<file path="src/design/hgc_consts.svh">
// offsets, field positions, reset values and timing of the hub control bank
`ifndef HGC_CONSTS_SVH
`define HGC_CONSTS_SVH
`define HGC_OFS_ADDR 8'h00
`define HGC_OFS_SRST 8'h01
`define HGC_OFS_GCFG 8'h02
`define HGC_OFS_DSTS 8'h04
`define HGC_ADDR_OVR_BIT 0
`define HGC_ADDR_FLD_HI 7
`define HGC_ADDR_FLD_LO 1
`define HGC_ADDR_RST 8'h00
`define HGC_SRST_KEEP_BIT 0
`define HGC_SRST_FULL_BIT 1
`define HGC_SRST_RELOAD_BIT 2
`define HGC_SRST_RST 8'h00
`define HGC_GCFG_RST 8'h1E
`define HGC_GCFG_WMASK 8'h3F
`define HGC_STS_CKSUM_BIT 7
`define HGC_STS_DONE_BIT 6
`define HGC_STS_REFCLK_BIT 4
`define HGC_ZERO_BYTE 8'h00
`define HGC_CLK_NS 4
`define HGC_RST_HOLD_NS 16
`define HGC_RST_HOLD_CYC ((`HGC_RST_HOLD_NS + `HGC_CLK_NS - 1) / `HGC_CLK_NS)
`define HGC_CNT_W 4
`endif

</file>
<file path="src/design/hgc_pkg.sv">
// types shared by the hub global control bank
package hgc_pkg;
  typedef struct packed {
    logic wr;
    logic rd;
    logic [7:0] addr;
    logic [7:0] wdata;
  } hgc_reg_req_t;

  typedef struct packed {
    logic [1:0] rsvd;
    logic lbus_en;
    logic lock_loss_mode;
    logic out_drive_en;
    logic sleep_state_choice;
    logic parity_check_en;
    logic ref_clock_present_override;
  } hgc_gcfg_t;

  typedef struct packed {
    logic lock_loss_mode;
    logic out_drive_en;
    logic sleep_state_choice;
  } hgc_tx_policy_t;

  typedef enum logic [1:0] {
    HGC_TX_RUN,
    HGC_TX_HIZ,
    HGC_TX_LP11,
    HGC_TX_HS0
  } hgc_tx_state_t;

  typedef enum logic [1:0] {
    HGC_SEQ_IDLE,
    HGC_SEQ_RESET,
    HGC_SEQ_LOAD
  } hgc_seq_t;
endpackage : hgc_pkg

</file>
<file path="src/design/hgc_global_control_regs.sv">
// global control register bank of the quad link deserializer hub
`timescale 1ns/100ps
`default_nettype none
`include "hgc_consts.svh"
//////////////////////////////////////////////////////////////////////////////
// Overview of operation
// - address field bits 7:1 always reads the address currently answered
// - override bit 0 clear: field read-only, shows strap-latched address
// - override bit set: field writable, written value becomes bus address
// - strap-loaded field defaults from strap pins after reset, stays writable
// - writing 1 to reset bit 2 reloads rom configuration, self-clearing
// - reload completion shows on init-done flag; host polls it
// - writing 1 to reset bit 1 resets all logic and registers, self-clears
// - writing 1 to reset bit 0 resets logic keeping registers, self-clears
// - config bit 5 enables local bus controller; resets disabled
// - policy bit 4 clear: transmit port high-z when no assigned lock
// - policy bit 4 set: per-port control; unlocked sits in lp-11 with sleep select bit 2 and drive enable bit 3 set, hs-0 with bit 2 clear
// - sleep select 1 with drive enable bit 3 clear: outputs high-z
// - sleep select bit 2 clear with lock low and policy bit 4 set: outputs forced hs-0
// - config bit 1 enables receiver parity checking; resets enabled
// - config bit 0 forces reference clock present, else detector used
// - status bit 6 set once rom configuration load has completed
module hgc_global_control_regs
  import hgc_pkg::*;
#(
  parameter int NUM_TX = 2,
  parameter int NUM_RX = 4
) (
  input wire logic clk,
  input wire logic reset,
  input wire logic clk_en,
  input wire logic [6:0] strap_addr,
  input wire hgc_reg_req_t reg_req,
  output logic [7:0] reg_rdata,
  output logic reg_rdata_valid,
  input wire logic rom_load_done,
  input wire logic rom_cksum_ok,
  input wire logic ref_clk_detect,
  input wire logic [NUM_RX-1:0] rx_lock,
  input wire logic [NUM_TX-1:0][NUM_RX-1:0] rx_assign,
  input wire hgc_tx_state_t [NUM_TX-1:0] per_port_tx_control,
  output logic [6:0] bus_address,
  output logic local_bus_ctrl_en,
  output logic parity_check_en,
  output logic ref_clock_present,
  output logic logic_reset,
  output logic rom_load_start,
  output logic init_done,
  output hgc_tx_state_t [NUM_TX-1:0] tx_state
);

  ////////////////////////////////////////////////////////////////////////////
  // decode

  logic wr_addr;
  logic wr_srst;
  logic wr_gcfg;
  logic full_req;
  logic keep_req;
  logic reload_req;

  assign wr_addr = reg_req.wr && (reg_req.addr == `HGC_OFS_ADDR);
  assign wr_srst = reg_req.wr && (reg_req.addr == `HGC_OFS_SRST);
  assign wr_gcfg = reg_req.wr && (reg_req.addr == `HGC_OFS_GCFG);

  // only ones act; zeros in a write are ignored
  assign full_req = wr_srst && reg_req.wdata[`HGC_SRST_FULL_BIT];
  assign keep_req = wr_srst && reg_req.wdata[`HGC_SRST_KEEP_BIT];
  assign reload_req = wr_srst && reg_req.wdata[`HGC_SRST_RELOAD_BIT];

  ////////////////////////////////////////////////////////////////////////////
  // strap capture

  logic [6:0] strap_q;
  logic strap_taken_q;

  // strap pins sampled on the first enabled edge after reset release
  always_ff @(posedge clk) begin
    if (reset) begin
      strap_q <= '0;
      strap_taken_q <= 1'b0;
    end else if (clk_en) begin
      if (full_req) begin
        strap_taken_q <= 1'b0;
      end else if (!strap_taken_q) begin
        strap_q <= strap_addr;
        strap_taken_q <= 1'b1;
      end
    end
  end

  ////////////////////////////////////////////////////////////////////////////
  // bus address register

  logic [6:0] addr_field_q;
  logic addr_ovr_q;
  logic [7:0] addr_rst;

  assign addr_rst = `HGC_ADDR_RST;

  always_ff @(posedge clk) begin
    if (reset) begin
      addr_ovr_q <= addr_rst[`HGC_ADDR_OVR_BIT];
    end else if (clk_en) begin
      if (full_req) begin
        addr_ovr_q <= addr_rst[`HGC_ADDR_OVR_BIT];
      end else if (wr_addr) begin
        addr_ovr_q <= reg_req.wdata[`HGC_ADDR_OVR_BIT];
      end
    end
  end

  always_ff @(posedge clk) begin
    if (reset) begin
      addr_field_q <= addr_rst[`HGC_ADDR_FLD_HI:`HGC_ADDR_FLD_LO];
    end else if (clk_en) begin
      if (full_req) begin
        addr_field_q <= addr_rst[`HGC_ADDR_FLD_HI:`HGC_ADDR_FLD_LO];
      end else if (!strap_taken_q) begin
        addr_field_q <= strap_addr;
      end else if (wr_addr && reg_req.wdata[`HGC_ADDR_OVR_BIT]) begin
        // field takes writes only with override set in the same write
        addr_field_q <= reg_req.wdata[`HGC_ADDR_FLD_HI:`HGC_ADDR_FLD_LO];
      end
    end
  end

  logic [6:0] cur_addr;

  // the strap value governs while override is clear
  assign cur_addr = addr_ovr_q ? addr_field_q : strap_q;

  always_ff @(posedge clk) begin
    if (reset) begin
      bus_address <= '0;
    end else if (clk_en) begin
      bus_address <= cur_addr;
    end
  end

  ////////////////////////////////////////////////////////////////////////////
  // general configuration register

  hgc_gcfg_t gcfg_q;
  logic [7:0] gcfg_wmask;

  assign gcfg_wmask = `HGC_GCFG_WMASK;

  always_ff @(posedge clk) begin
    if (reset) begin
      gcfg_q <= hgc_gcfg_t'(`HGC_GCFG_RST);
    end else if (clk_en) begin
      if (full_req) begin
        gcfg_q <= hgc_gcfg_t'(`HGC_GCFG_RST);
      end else if (wr_gcfg) begin
        gcfg_q <= hgc_gcfg_t'(reg_req.wdata & gcfg_wmask);
      end
    end
  end

  ////////////////////////////////////////////////////////////////////////////
  // control outputs driven by the configuration

  always_ff @(posedge clk) begin
    if (reset) begin
      local_bus_ctrl_en <= 1'b0;
      parity_check_en <= 1'b0;
    end else if (clk_en) begin
      local_bus_ctrl_en <= gcfg_q.lbus_en;
      parity_check_en <= gcfg_q.parity_check_en;
    end
  end

  always_ff @(posedge clk) begin
    if (reset) begin
      ref_clock_present <= 1'b0;
    end else if (clk_en) begin
      ref_clock_present <= gcfg_q.ref_clock_present_override
                           | ref_clk_detect;
    end
  end

  ////////////////////////////////////////////////////////////////////////////
  // soft reset and rom reload

  logic full_busy;
  logic keep_busy;
  logic reload_busy;

  hgc_reload_seq u_reload_seq (
    .clk(clk),
    .reset(reset),
    .clk_en(clk_en),
    .full_req(full_req),
    .keep_req(keep_req),
    .reload_req(reload_req),
    .rom_load_done(rom_load_done),
    .logic_reset(logic_reset),
    .rom_load_start(rom_load_start),
    .init_done(init_done),
    .full_busy(full_busy),
    .keep_busy(keep_busy),
    .reload_busy(reload_busy)
  );

  ////////////////////////////////////////////////////////////////////////////
  // transmit output policy, one per csi-2 port

  hgc_tx_policy_t policy;

  assign policy.lock_loss_mode = gcfg_q.lock_loss_mode;
  assign policy.out_drive_en = gcfg_q.out_drive_en;
  assign policy.sleep_state_choice = gcfg_q.sleep_state_choice;

  for (genvar i = 0; i < NUM_TX; i++) begin : g_tx
    hgc_tx_policy #(
      .NUM_RX(NUM_RX)
    ) u_tx_policy (
      .clk(clk),
      .reset(reset),
      .clk_en(clk_en),
      .policy(policy),
      .rx_lock(rx_lock),
      .rx_assign(rx_assign[i]),
      .ctl_state(per_port_tx_control[i]),
      .tx_state(tx_state[i])
    );
  end

  ////////////////////////////////////////////////////////////////////////////
  // read path

  logic [7:0] rd_mux;
  logic [7:0] addr_rd;
  logic [7:0] srst_rd;
  logic [7:0] sts_rd;

  always_comb begin
    addr_rd = `HGC_ZERO_BYTE;
    addr_rd[`HGC_ADDR_FLD_HI:`HGC_ADDR_FLD_LO] = cur_addr;
    addr_rd[`HGC_ADDR_OVR_BIT] = addr_ovr_q;
  end

  // self-clearing bits read one while their action is under way
  always_comb begin
    srst_rd = `HGC_SRST_RST;
    srst_rd[`HGC_SRST_KEEP_BIT] = keep_busy;
    srst_rd[`HGC_SRST_FULL_BIT] = full_busy;
    srst_rd[`HGC_SRST_RELOAD_BIT] = reload_busy;
  end

  always_comb begin
    sts_rd = `HGC_ZERO_BYTE;
    sts_rd[`HGC_STS_CKSUM_BIT] = init_done && rom_cksum_ok;
    sts_rd[`HGC_STS_DONE_BIT] = init_done;
    sts_rd[`HGC_STS_REFCLK_BIT] = ref_clock_present;
  end

  always_comb begin
    unique case (reg_req.addr)
      `HGC_OFS_ADDR: rd_mux = addr_rd;
      `HGC_OFS_SRST: rd_mux = srst_rd;
      `HGC_OFS_GCFG: rd_mux = gcfg_q;
      `HGC_OFS_DSTS: rd_mux = sts_rd;
      default: rd_mux = `HGC_ZERO_BYTE;
    endcase
  end

  always_ff @(posedge clk) begin
    if (reset) begin
      reg_rdata <= `HGC_ZERO_BYTE;
      reg_rdata_valid <= 1'b0;
    end else if (clk_en) begin
      reg_rdata_valid <= reg_req.rd;
      if (reg_req.rd) begin
        reg_rdata <= rd_mux;
      end
    end
  end

endmodule : hgc_global_control_regs
`default_nettype wire

</file>
<file path="src/design/hgc_reload_seq.sv">
// soft reset pulse and rom reload sequencing with init-done flag
`timescale 1ns/100ps
`default_nettype none
`include "hgc_consts.svh"
module hgc_reload_seq
  import hgc_pkg::*;
(
  input wire logic clk,
  input wire logic reset,
  input wire logic clk_en,
  input wire logic full_req,
  input wire logic keep_req,
  input wire logic reload_req,
  input wire logic rom_load_done,
  output logic logic_reset,
  output logic rom_load_start,
  output logic init_done,
  output logic full_busy,
  output logic keep_busy,
  output logic reload_busy
);
  hgc_seq_t state_q;
  logic [`HGC_CNT_W-1:0] cnt_q;
  logic full_q;

  always_ff @(posedge clk) begin
    if (reset) begin
      state_q <= HGC_SEQ_LOAD;
      rom_load_start <= 1'b1;
      init_done <= 1'b0;
      cnt_q <= '0;
      full_q <= 1'b0;
    end else if (clk_en) begin
      rom_load_start <= 1'b0;
      unique case (state_q)
        HGC_SEQ_IDLE: begin
          if (full_req || keep_req) begin
            state_q <= HGC_SEQ_RESET;
            full_q <= full_req;
            cnt_q <= `HGC_CNT_W'(`HGC_RST_HOLD_CYC - 1);
          end else if (reload_req) begin
            state_q <= HGC_SEQ_LOAD;
            rom_load_start <= 1'b1;
            init_done <= 1'b0;
          end
        end
        HGC_SEQ_RESET: begin
          if (cnt_q == '0) begin
            // a full reset also reloads configuration as at power-up
            if (full_q) begin
              state_q <= HGC_SEQ_LOAD;
              rom_load_start <= 1'b1;
              init_done <= 1'b0;
            end else begin
              state_q <= HGC_SEQ_IDLE;
            end
          end else begin
            cnt_q <= cnt_q - 1'b1;
          end
        end
        HGC_SEQ_LOAD: begin
          if (rom_load_done) begin
            state_q <= HGC_SEQ_IDLE;
            init_done <= 1'b1;
          end
        end
      endcase
    end
  end

  assign logic_reset = (state_q == HGC_SEQ_RESET);
  assign full_busy = logic_reset && full_q;
  assign keep_busy = logic_reset && !full_q;
  assign reload_busy = (state_q == HGC_SEQ_LOAD);
endmodule : hgc_reload_seq
`default_nettype wire

</file>
<file path="src/design/hgc_tx_policy.sv">
// output state of one csi-2 transmit port from lock and policy bits
`timescale 1ns/100ps
`default_nettype none
module hgc_tx_policy
  import hgc_pkg::*;
#(
  parameter int NUM_RX = 4
) (
  input wire logic clk,
  input wire logic reset,
  input wire logic clk_en,
  input wire hgc_tx_policy_t policy,
  input wire logic [NUM_RX-1:0] rx_lock,
  input wire logic [NUM_RX-1:0] rx_assign,
  input wire hgc_tx_state_t ctl_state,
  output hgc_tx_state_t tx_state
);
  logic locked;
  hgc_tx_state_t state_d;

  assign locked = |(rx_lock & rx_assign);

  always_comb begin
    state_d = ctl_state;
    if (policy.sleep_state_choice && !policy.out_drive_en) begin
      state_d = HGC_TX_HIZ;
    end else if (!locked) begin
      if (!policy.lock_loss_mode) begin
        state_d = HGC_TX_HIZ;
      end else if (!policy.sleep_state_choice) begin
        state_d = HGC_TX_HS0;
      end else begin
        state_d = HGC_TX_LP11;
      end
    end
  end

  always_ff @(posedge clk) begin
    if (reset) begin
      tx_state <= HGC_TX_HIZ;
    end else if (clk_en) begin
      tx_state <= state_d;
    end
  end
endmodule : hgc_tx_policy
`default_nettype wire

</file>
<file path="config.mk">
export PLATFORM = sky130hd
export DESIGN_NAME = hgc_global_control_regs
export DESIGN_NICKNAME = d
export VERILOG_FILES = /design/src/design/hgc_pkg.sv /design/src/design/hgc_global_control_regs.sv /design/src/design/hgc_reload_seq.sv /design/src/design/hgc_tx_policy.sv
export VERILOG_INCLUDE_DIRS = /design/src /design/src/design
export SDC_FILE = /design/constraint.sdc
export NUM_CORES = 1
export LEC_CHECK = 0
export ABC_CLOCK_PERIOD_IN_PS = 4900
export BUFFER_PORTS_ARGS = -buffer_cell sky130_fd_sc_hd__buf_2
export CORE_MARGIN = 4
export CORE_UTILIZATION = 35
export CTS_BUF_LIST = sky130_fd_sc_hd__clkbuf_4
export CTS_CLUSTER_DIAMETER = 80
export DETAILED_ROUTE_END_ITERATION = 10
export MAX_ROUTING_LAYER = met4
export PLACE_DENSITY_LB_ADDON = 0.15
export SLEW_MARGIN = 5
export SYNTH_ARGS = -nofsm -noshare
export SYNTH_HDL_FRONTEND = slang
export SYNTH_SLANG_ARGS = --single-unit
</file>
<file path="constraint.sdc">
create_clock -name clk -period 4.9 [get_ports clk]
set_input_delay 0.245 -clock clk [delete_from_list [all_inputs] [get_ports clk]]
set_output_delay 0.245 -clock clk [all_outputs]
set_load 0.01 [all_outputs]
</file>
== Word level (Yosys, flattened, before mapping) ==
Index checks and enable logic that the tools add are counted.
Widths: inputs -> output; s select.

* RAM bits: 0
* Bits in latches: 0
* Output and inout bits: 26
* Bits in registers: 56
* Memories kept: 0
* ROM bits: 0

* Equal/unequal tests: 14
* Div/mod/pow operators: 0
* Multipliers: 0
* Shift operators: 0
* Bitwise logic cells: 5
* Multiplexer cells: 36
* Magnitude comparators: 0
* Reduce and logical (&&, ||, !) cells: 31
* Add/subtract/negate cells: 1

{| class="wikitable"
|+ Operator list
! cell !! count
|-
| $pmux 8 s4 || 1
|-
| $mux 7 || 4
|-
| $mux 2 || 10
|-
| $mux 8 || 2
|-
| $mux 1 || 13
|-
| $ne 2x2->1 const B || 6
|-
| $logic_and 1x1->1 || 11
|-
| $and 4x4->4 || 2
|-
| $eq 8x1->1 const B || 1
|-
| $eq 8x2->1 const B || 1
|-
| $eq 8x3->1 const B || 1
|-
| $logic_not 8->1 || 1
|-
| $mux 4 || 2
|-
| $pmux 4 s2 || 1
|-
| $reduce_and 2->1 || 4
|-
| $reduce_and 4->1 || 2
|-
| $reduce_or 4->1 || 2
|-
| $pmux 2 s3 || 1
|-
| $reduce_and 3->1 || 2
|-
| $reduce_and 6->1 || 1
|-
| $reduce_bool 2->1 || 3
|-
| $logic_not 4->1 || 1
|-
| $sub 4x1->4 const B || 1
|-
| $ne 3x1->1 const B || 1
|-
| 11 further kinds || 13
|}

== Longest topological paths before layout ==
Gate-level depths: netlist (run 1).

* Depth after elaboration: 6
* Gate-level depth with buffers: 8

== Hierarchy ==
A second synthesis (run 1) with hierarchy kept.

* Cell total of the unflattened synthesis: 288
* Area total of the unflattened synthesis: 2700.1 sq um

{| class="wikitable"
|+ Modules (own cells, without submodules)
! module !! times used !! cells each !! area an instance (sq um) !! seq. area each (sq um)
|-
| hgc_global_control_regs || 1 || 200 || 1831.8 || 820.8
|-
| hgc_reload_seq || 1 || 64 || 580.6 || 180.2
|-
| hgc_tx_policy || 2 || 12 || 143.9 || 40.0
|}

== Worst setup path after synthesis (run 1) ==
OpenSTA, ideal clock, no wires.

* Path type: register -> register
* From: register u_reload_seq.state_q[1]
* To: register u_reload_seq.cnt_q[2]
* Stages on the path, launching flop included: 8
* Data required time: 4.783 ns
* Setup slack: 3.257 ns
* Arrival time: 1.526 ns
* Period minus slack after synthesis: 1.643 ns
* Buffers on the path: 1
* Path through: dfxtp_1 > inv_1 > ha_1 > clkbuf_1 > nand2_1 > o22ai_1 > o21ai_0 > a32o_1

* Cells in the longest elaborated chain, start to end: 3
* Elaborated cells between the ends (all ways): 7
* Those cells by class: 3 x eq/ne; 1 x mux; 3 x reduce/logical

{| class="wikitable"
|+ RTL lines
! what !! line !! text
|-
| start, declared || hgc_reload_seq.sv:22 || <nowiki>hgc_seq_t state_q;</nowiki>
|-
| start signal, assigned || hgc_reload_seq.sv:28 || <nowiki>state_q <= HGC_SEQ_LOAD;</nowiki>
|-
| start signal, assigned || hgc_reload_seq.sv:38 || <nowiki>state_q <= HGC_SEQ_RESET;</nowiki>
|-
| start signal, assigned || hgc_reload_seq.sv:42 || <nowiki>state_q <= HGC_SEQ_LOAD;</nowiki>
|-
| $eq 2x1->1 (*) || n/a ||
|-
| named net logic_reset || hgc_global_control_regs.sv:46 || <nowiki>output logic logic_reset,</nowiki>
|-
| $ne 2x2->1 (no line) or $reduce_bool 2->1 (tied branches) || n/a ||
|-
| $reduce_and 4->1 (no line) || n/a ||
|-
| end signal, assigned || hgc_reload_seq.sv:40 || <nowiki>cnt_q <= `HGC_CNT_W'(`HGC_RST_HOLD_CYC - 1);</nowiki>
|-
| end signal, assigned || hgc_reload_seq.sv:58 || <nowiki>cnt_q <= cnt_q - 1'b1;</nowiki>
|-
| end, declared || hgc_reload_seq.sv:23 || <nowiki>logic [`HGC_CNT_W-1:0] cnt_q;</nowiki>
|}

The timed path passes the listed nets; every way through them passes the cells marked *.
A chain may end at the register's enable or synchronous reset.

== Final worst setup path (run 1) ==
* From: input clk_en
* To: register strap_q[2]

* Cells in the longest elaborated chain, start to end: 1

{| class="wikitable"
|+ RTL lines
! what !! line !! text
|-
| start, declared || hgc_global_control_regs.sv:31 || <nowiki>input wire logic clk_en,</nowiki>
|-
| $reduce_and 3->1 (no line) || n/a ||
|-
| end signal, assigned || hgc_global_control_regs.sv:86 || <nowiki>strap_q <= strap_addr;</nowiki>
|-
| end, declared || hgc_global_control_regs.sv:74 || <nowiki>logic [6:0] strap_q;</nowiki>
|}

No other way between the ends.

==> key figures, run 1 <==
Outcome
  • Status: finished, final reports clean

Drt
  • Vias per cell: 5.30
  • Total detailed-routing wirelength: 7360 µm
  • Final ANT Viol Nets: 0
  • Drc violations: 0
  • First drt pass iteration count: 4
  • WL/cell: 15.6 µm
  • 1st-iter DRT viols: 222
  • Via count: 2507

Setup path
  • Critical path startpoint category: input port
  • Worst Path Required: 5.16 ns
  • CP arrival: 2.26 ns
  • Critical-path top delay cell: a211oi_2
  • Crit path capture type: register
  • CP Cell Sequence: buf_2 -> clkinv_1 -> a211oi_2 -> mux2i_1 -> nor2_1
  • Largest delay contributor family on the critical path: buffers and inverters
  • Setup CP Type: input port to register
  • CP Max Fanout: 29
  • CP bufs+invs: 2
  • Crit-path max cell delay: 0.79 ns

Timing
  • Unrepaired setup endpoints after global routing: no
  • Setup slack after layout: 2.90 ns
  • Worst Clk Skew: 0.00610 ns
  • Period utilization: 0.408
  • Slew Limit Fails: 0
  • Final setup viols: 0
  • Worst slew pin tran: 0.846 ns
  • Fin. Hold Viols: 0
  • F_max: 500 MHz
  • Max transition margin: 0.436
  • TNS Setup: 0 ns
  • Min Tclk post-route: 2.00 ns
  • Hold slack: 0.0967 ns

Clocking
  • # clock sinks: 54
  • Clock root buffer: clkbuf_4
  • Total CTS buffers: 5
  • Latest clock arrival within the worst-skew pair: 0.39 ns
  • H-tree levels: 2
  • Clk buf depth: 2
  • Post-CTS Setup Repair Bufs: 0
  • Cts repair resizes: 0
  • CTS tree: built
  • Clock Pin Slew Worst Setup and Hold Paths: 0.15 ns
  • Cts hold-fix bufs: 0

Power
  • Pwr Density: 254 mW/mm²
  • Maximum VDD drop: 0.136 mV
  • Final Total Pwr: 0.000803 W
  • Static Leak: 1.32 nW

Yosys
  • Synth warn: 0
  • Unique masters post-synth: 54
  • Xor/xnor share of the synthesized area: 0
  • Syn Area/Cell: 8.62 µm²
  • Compound-cell area share of the yosys netlist: 0.214
  • Post-synthesis sequential area ratio: 0.402
  • Main combinational cell family by area after synthesis: compound AO/OA/AOI/OAI gates
  • Synth Register Bits: 54
  • Post-synthesis mux area share: 0.119
  • Top-area cell type share of the netlist area: 0.402
  • Synth area leaders: dfxtp_1 (40%), mux2i_1 (12%), nor2_1 (5.9%)
  • Syn Nets: 363
  • Post-synth ARST share: 0
  • Cells after Synth: 312
  • Simple-Gate Fraction of Synth Area: 0.200
  • Synth Cell Area: 0.00269 mm²
  • Post-synth EDFFs: 0
  • Ys flop type: dfxtp_1
  • Synth Area in Adders: 0.0186
  • Leading area contributor after synthesis: dfxtp_1

Finish
  • Final net count: 424
  • Area of the multi-input gates: 0.00148 mm²
  • Fillers: 796
  • Diode count: 0
  • Area grow syn2layout: 17.5%
  • FF+latch area: 0.00108 mm²
  • Share of cells above drive strength 1: 0.241

Floorplanning
  • Site row count: 31
  • Chip width: 95.7 µm
  • Die area: 0.00915 mm²
  • Chip height: 95.7 µm
  • Effective utilization at floorplan: 0.365
  • I/O Pins: 73
  • Core area: 0.00737 mm²

Place
  • Gpl congestion: 0.863
  • Pre-CTS WS: 2.50 ns
  • PortBufs: 72
  • Post-DP HPWL: 5560 µm

GRT
  • GRT Residual Overflow: 0
  • First-pass GRT wire length: 11600 µm
  • Vias in the first global route: 2300
  • Antenna violations before repair: 0
  • Total global-route track usage: 0.169
  • Pin count of the biggest net entering global routing: 46

Run
  • Max Cap Viol: 0

Worst hold path
  • Hold Crit Class: input port to register
-- per-layer routing --
metal,up-vias,wire length (µm),track usage
li1,1258,-,-
met4,0,109,0.0462
met1,1152,3500,0.230
met2,88,3270,0.254
met5,-,0,-
met3,9,488,0.0371
-- report_power, final --
group | switching [W] | internal [W]
combinational | 0.0000751 | 0.0000551
sequential | 0.0000128 | 0.000458
clock | 0.000146 | 0.0000562
total | 0.000234 | 0.000569
-- worst register-to-register path, delay by kind of cell, from the launching register on --
family                   cells  cell delay [ns]
adder cells (fa/ha/maj)      1             0.21
AND/OR/NAND/NOR              3             0.53
AO/OA/AOI/OAI                1             0.34
buffers and inverters        1             0.08
multiplexers                 1             0.23
flip-flops                   1             0.35
-- synthesized netlist by cell type (all sizes together), types with 3 or more instances --
cell      n
dfxtp    54
buf       6
nor3b     4
inv      12
o21ai    12
a211oi   14
nand2    29
nor2b     4
mux2i    32
nor2     42
o22ai     3
o2bb2ai   7
nand3     6
nor3      7
ha        4
a22oi     9
clkbuf   12
a21oi    15
-- worst paths after layout --
check                                                   startpoint                                   to  slack [ns]  depth (start not counted)
worst max-delay path                                        clk_en              strap_q[2]$_SDFFE_PP0P_        2.90                          5
worst min-delay path                                    reg_req[5]               gcfg_q[5]$_SDFFE_PP0P_         0.1                          2
worst max register to register  u_reload_seq.cnt_q[0]$_SDFFE_PP0P_  u_reload_seq.init_done$_SDFFE_PP0P_        3.04                          7
worst min register to register           reg_rdata[6]$_SDFFE_PP0P_            reg_rdata[6]$_SDFFE_PP0P_        0.46                          2
-- placed cells by master, fill, tap and decap left out, types with 2 or more instances in the layout --
cell type   n
nor3_1      4
a221o_1     2
inv_1      12
nand2_1    29
ha_1        4
nor3b_1     4
nand2b_1    2
clkinv_1    2
o22ai_1     3
o22a_1      2
nor2b_1     4
a211oi_1   13
a21oi_1    15
a22oi_1     9
nor3_2      2
a2bb2oi_1   2
o21ai_0    11
o31ai_1     2
nand4b_1    2
nand4_1     2
buf_2      72
o2bb2ai_1   7
dfxtp_1    54
a31oi_1     2
mux2i_1    32
clkbuf_4    5
nor2_1     42
nand3_1     6
-- metrics by stage --
step / area, µm² / std cells / util
after global routing: 3160 / 473 / 0.429
after floorplan: 2690 / 312 / -
after global placement: 3100 / 465 / 0.421
final: 3160 / 473 / 0.429
after detailed placement: 3100 / 465 / 0.421
after CTS: 3160 / 473 / 0.429
-- cells by family (layout without fill, tap and decap cells) --
kind of cell | after synthesis | after routing
muxes | 32 | 32
and+or+nand+nor | 108 | 108
adders and majority gates | 4 | 4
DFF | 54 | 54
buffers and inverters | 32 | 94
AOI/OAI and AO/OA | 82 | 82
-- layout make-up --
type	count	area share
clock inverter	3	0.00673
inverter	14	0.0166
tap	99	0.0392
sequential	54	0.342
multi-input combinational	226	0.470
clock buffer	5	0.0119
timing repair buffer	72	0.114
-- flip-flops by register name, indices dropped and copies added (netlist names) --
name / count
local_bus_ctrl_en: 1
g_tx.u_tx_policy.tx_state: 4
gcfg_q: 6
strap_q: 7
bus_address: 7
u_reload_seq.init_done: 1
u_reload_seq.full_q: 1
u_reload_seq.state_q: 2
addr_field_q: 7
parity_check_en: 1
u_reload_seq.rom_load_start: 1
reg_rdata_valid: 1
addr_ovr_q: 1
ref_clock_present: 1
strap_taken_q: 1
u_reload_seq.cnt_q: 4
reg_rdata: 8
Power figures use the tool's default switching activity.
==> run 2, diff against run 1 <==
--- a/config.mk
+++ b/config.mk
@@ -6,7 +6,7 @@
 export SDC_FILE = /design/constraint.sdc
 export NUM_CORES = 1
 export LEC_CHECK = 0
-export ABC_CLOCK_PERIOD_IN_PS = 4900
+export ABC_CLOCK_PERIOD_IN_PS = 1600
 export BUFFER_PORTS_ARGS = -buffer_cell sky130_fd_sc_hd__buf_2
 export CORE_MARGIN = 4
 export CORE_UTILIZATION = 35
==> constraint.sdc (replaced) <==
create_clock -name clk -period 1.6 [get_ports clk]
set_input_delay 0.08 -clock clk [delete_from_list [all_inputs] [get_ports clk]]
set_output_delay 0.08 -clock clk [all_outputs]
set_load 0.01 [all_outputs]
==> run 2 against run 1 <==
Utilization up 6.6 points. Combinational power rose to 3.8 times the previous value. Total power rose to 3.2 times the previous value. Highest routed layer unchanged. Die area unchanged. Final cell count up 10%. Sequential share of layout area down 4.5 points.
==> key figures, run 2 (synthesized netlist as in run 1, its figures left out) <==
Drt
  • WL/cell: 15.5 µm
  • 1st-iter DRT viols: 152
  • Drc violations: 0
  • Vias per cell: 5.17
  • Final ANT Viol Nets: 0
  • Total detailed-routing wirelength: 8080 µm
  • First drt pass iteration count: 4
  • Via count: 2692

Clocking
  • Clock Pin Slew Worst Setup and Hold Paths: 0.15 ns
  • CTS tree: built
  • Clock root buffer: clkbuf_4
  • Total CTS buffers: 5
  • Clk buf depth: 2
  • Latest clock arrival within the worst-skew pair: 0.38 ns
  • # clock sinks: 54
  • H-tree levels: 2

Worst hold path
  • Hold depth: 3
  • Hold Crit Class: input port to register

Place
  • Gpl congestion: 0.939
  • Pre-CTS WS: -0.0979 ns
  • PortBufs: 72
  • DP Cell Count: 498
  • Post-DP HPWL: 6090 µm

Floorplanning
  • Die area: 0.00915 mm²
  • Site row count: 31
  • Chip height: 95.7 µm
  • Chip width: 95.7 µm
  • Core area: 0.00737 mm²
  • Effective utilization at floorplan: 0.365
  • I/O Pins: 73

Finish
  • Biggest register: reg_rdata
  • Diode count: 0
  • Final Non-Filler Cells: 521
  • Number of flip-flops in the largest register: 8
  • Commonest cells after routing, fill and taps aside: buf_2 (72), dfxtp_1 (51), nor2_1 (42)
  • Fillers: 740
  • Share of cells above drive strength 1: 0.329
  • Final net count: 472
  • Layout Utilization: 0.495
  • Area grow syn2layout: 35.5%
  • Commonest non-fill, non-tap cell in the layout: buf_2

Timing
  • Max transition margin: 0.455
  • Min Tclk post-route: 1.54 ns
  • Final setup viols: 0
  • Period utilization: 0.964
  • F_max: 649 MHz
  • Worst Clk Skew: 0.0117 ns
  • Unrepaired setup endpoints after global routing: yes
  • Hold slack: 0.0282 ns
  • Slew Limit Fails: 0
  • Fin. Hold Viols: 0
  • Setup slack after layout: 0.0582 ns
  • Worst slew pin tran: 0.816 ns

Outcome
  • Status: finished, final reports clean

GRT
  • Total global-route track usage: 0.190
  • Pin count of the biggest net entering global routing: 29
  • GRT Residual Overflow: 0
  • Vias in the first global route: 2681
  • Antenna violations before repair: 0
  • First-pass GRT wire length: 13200 µm

Setup path
  • CP arrival: 1.81 ns
  • Crit path capture type: register
  • Critical path startpoint category: input port
  • CP Max Fanout: 5
  • Worst Path Required: 1.87 ns
  • Setup CP Type: input port to register
  • R2R cell count: 7

Power
  • Static Leak: 1.56 nW
  • Pwr Density: 703 mW/mm²
  • Maximum VDD drop: 0.379 mV
  • Final Total Pwr: 0.00256 W

Run
  • Max Cap Viol: 0
## run 2: cell types whose count changed in the layout (fill, tap and decap cells not counted), sizes merged
cell / delta
clkbuf: +1
dlygate4sd3: +14
buf: +34
clkinvlp: -1
## run 2: power by group
group | leakage, nW | total, W | internal (W) | switching, W
combinational | 1.08 | 0.000498 | 0.000238 | 0.000260
clock | 0.0356 | 0.000630 | 0.000191 | 0.000438
sequential | 0.443 | 0.00144 | 0.00140 | 0.0000341
## run 2: final timing paths
path / start / end / slack (ns)
worst max-delay path: reg_req[0] / u_reload_seq.init_done$_SDFFE_PP0P_ / 0.06
worst min-delay path: reg_req[2] / gcfg_q[2]$_SDFFE_PP1P_ / 0.03
worst max register to register: u_reload_seq.cnt_q[0]$_SDFFE_PP0P_ / u_reload_seq.init_done$_SDFFE_PP0P_ / 0.07
worst min register to register: reg_rdata[6]$_SDFFE_PP0P_ / reg_rdata[6]$_SDFFE_PP0P_ / 0.46
## run 2: layout make-up
cell class	count	area (µm²)	share of cell area
multi-input cells	226	1560	0.427
flip-flops and latches	54	1080	0.298
repair buffers	120	768	0.211
well taps	99	124	0.0340
inverters	14	52.6	0.0144
clock buffers	6	45.0	0.0124
clock inverters	2	13.8	0.00377
## run 2: metrics by stage
stage                     cell area (µm²)  TNS, ns
after floorplan                      2700        0
after global placement               3370   -0.662
after detailed placement             3370   -0.898
after CTS                            3580        0
after global routing                 3650  -0.0298
final                                3650        0
## run 2: worst max-delay path, cell delays in order
cell and delay (ns):
dlygate4sd3_1 0.53, buf_2 0.16, nor3b_1 0.21, nand4_1 0.20, a221oi_4 0.37, mux2i_1 0.22, nor2_1 0.05
## run 2: timing repair
item | 4_1_cts | 5_1_grt
setup buffers | 0 | 1
hold endpoints to repair | 19 | 0
setup endpoints to repair | 2 | 7
hold buffers | 14 | 0
gates resized for setup | 3 | 16
pin swaps | 0 | 4
## run 2: per-layer routing
layer  up-vias  GRT usage  share of wire
li1       1347          -              -
met1      1241      0.266           0.48
met2        96      0.284           0.45
met3         8     0.0308          0.063
met4         0     0.0498          0.011
met5         -          -              0
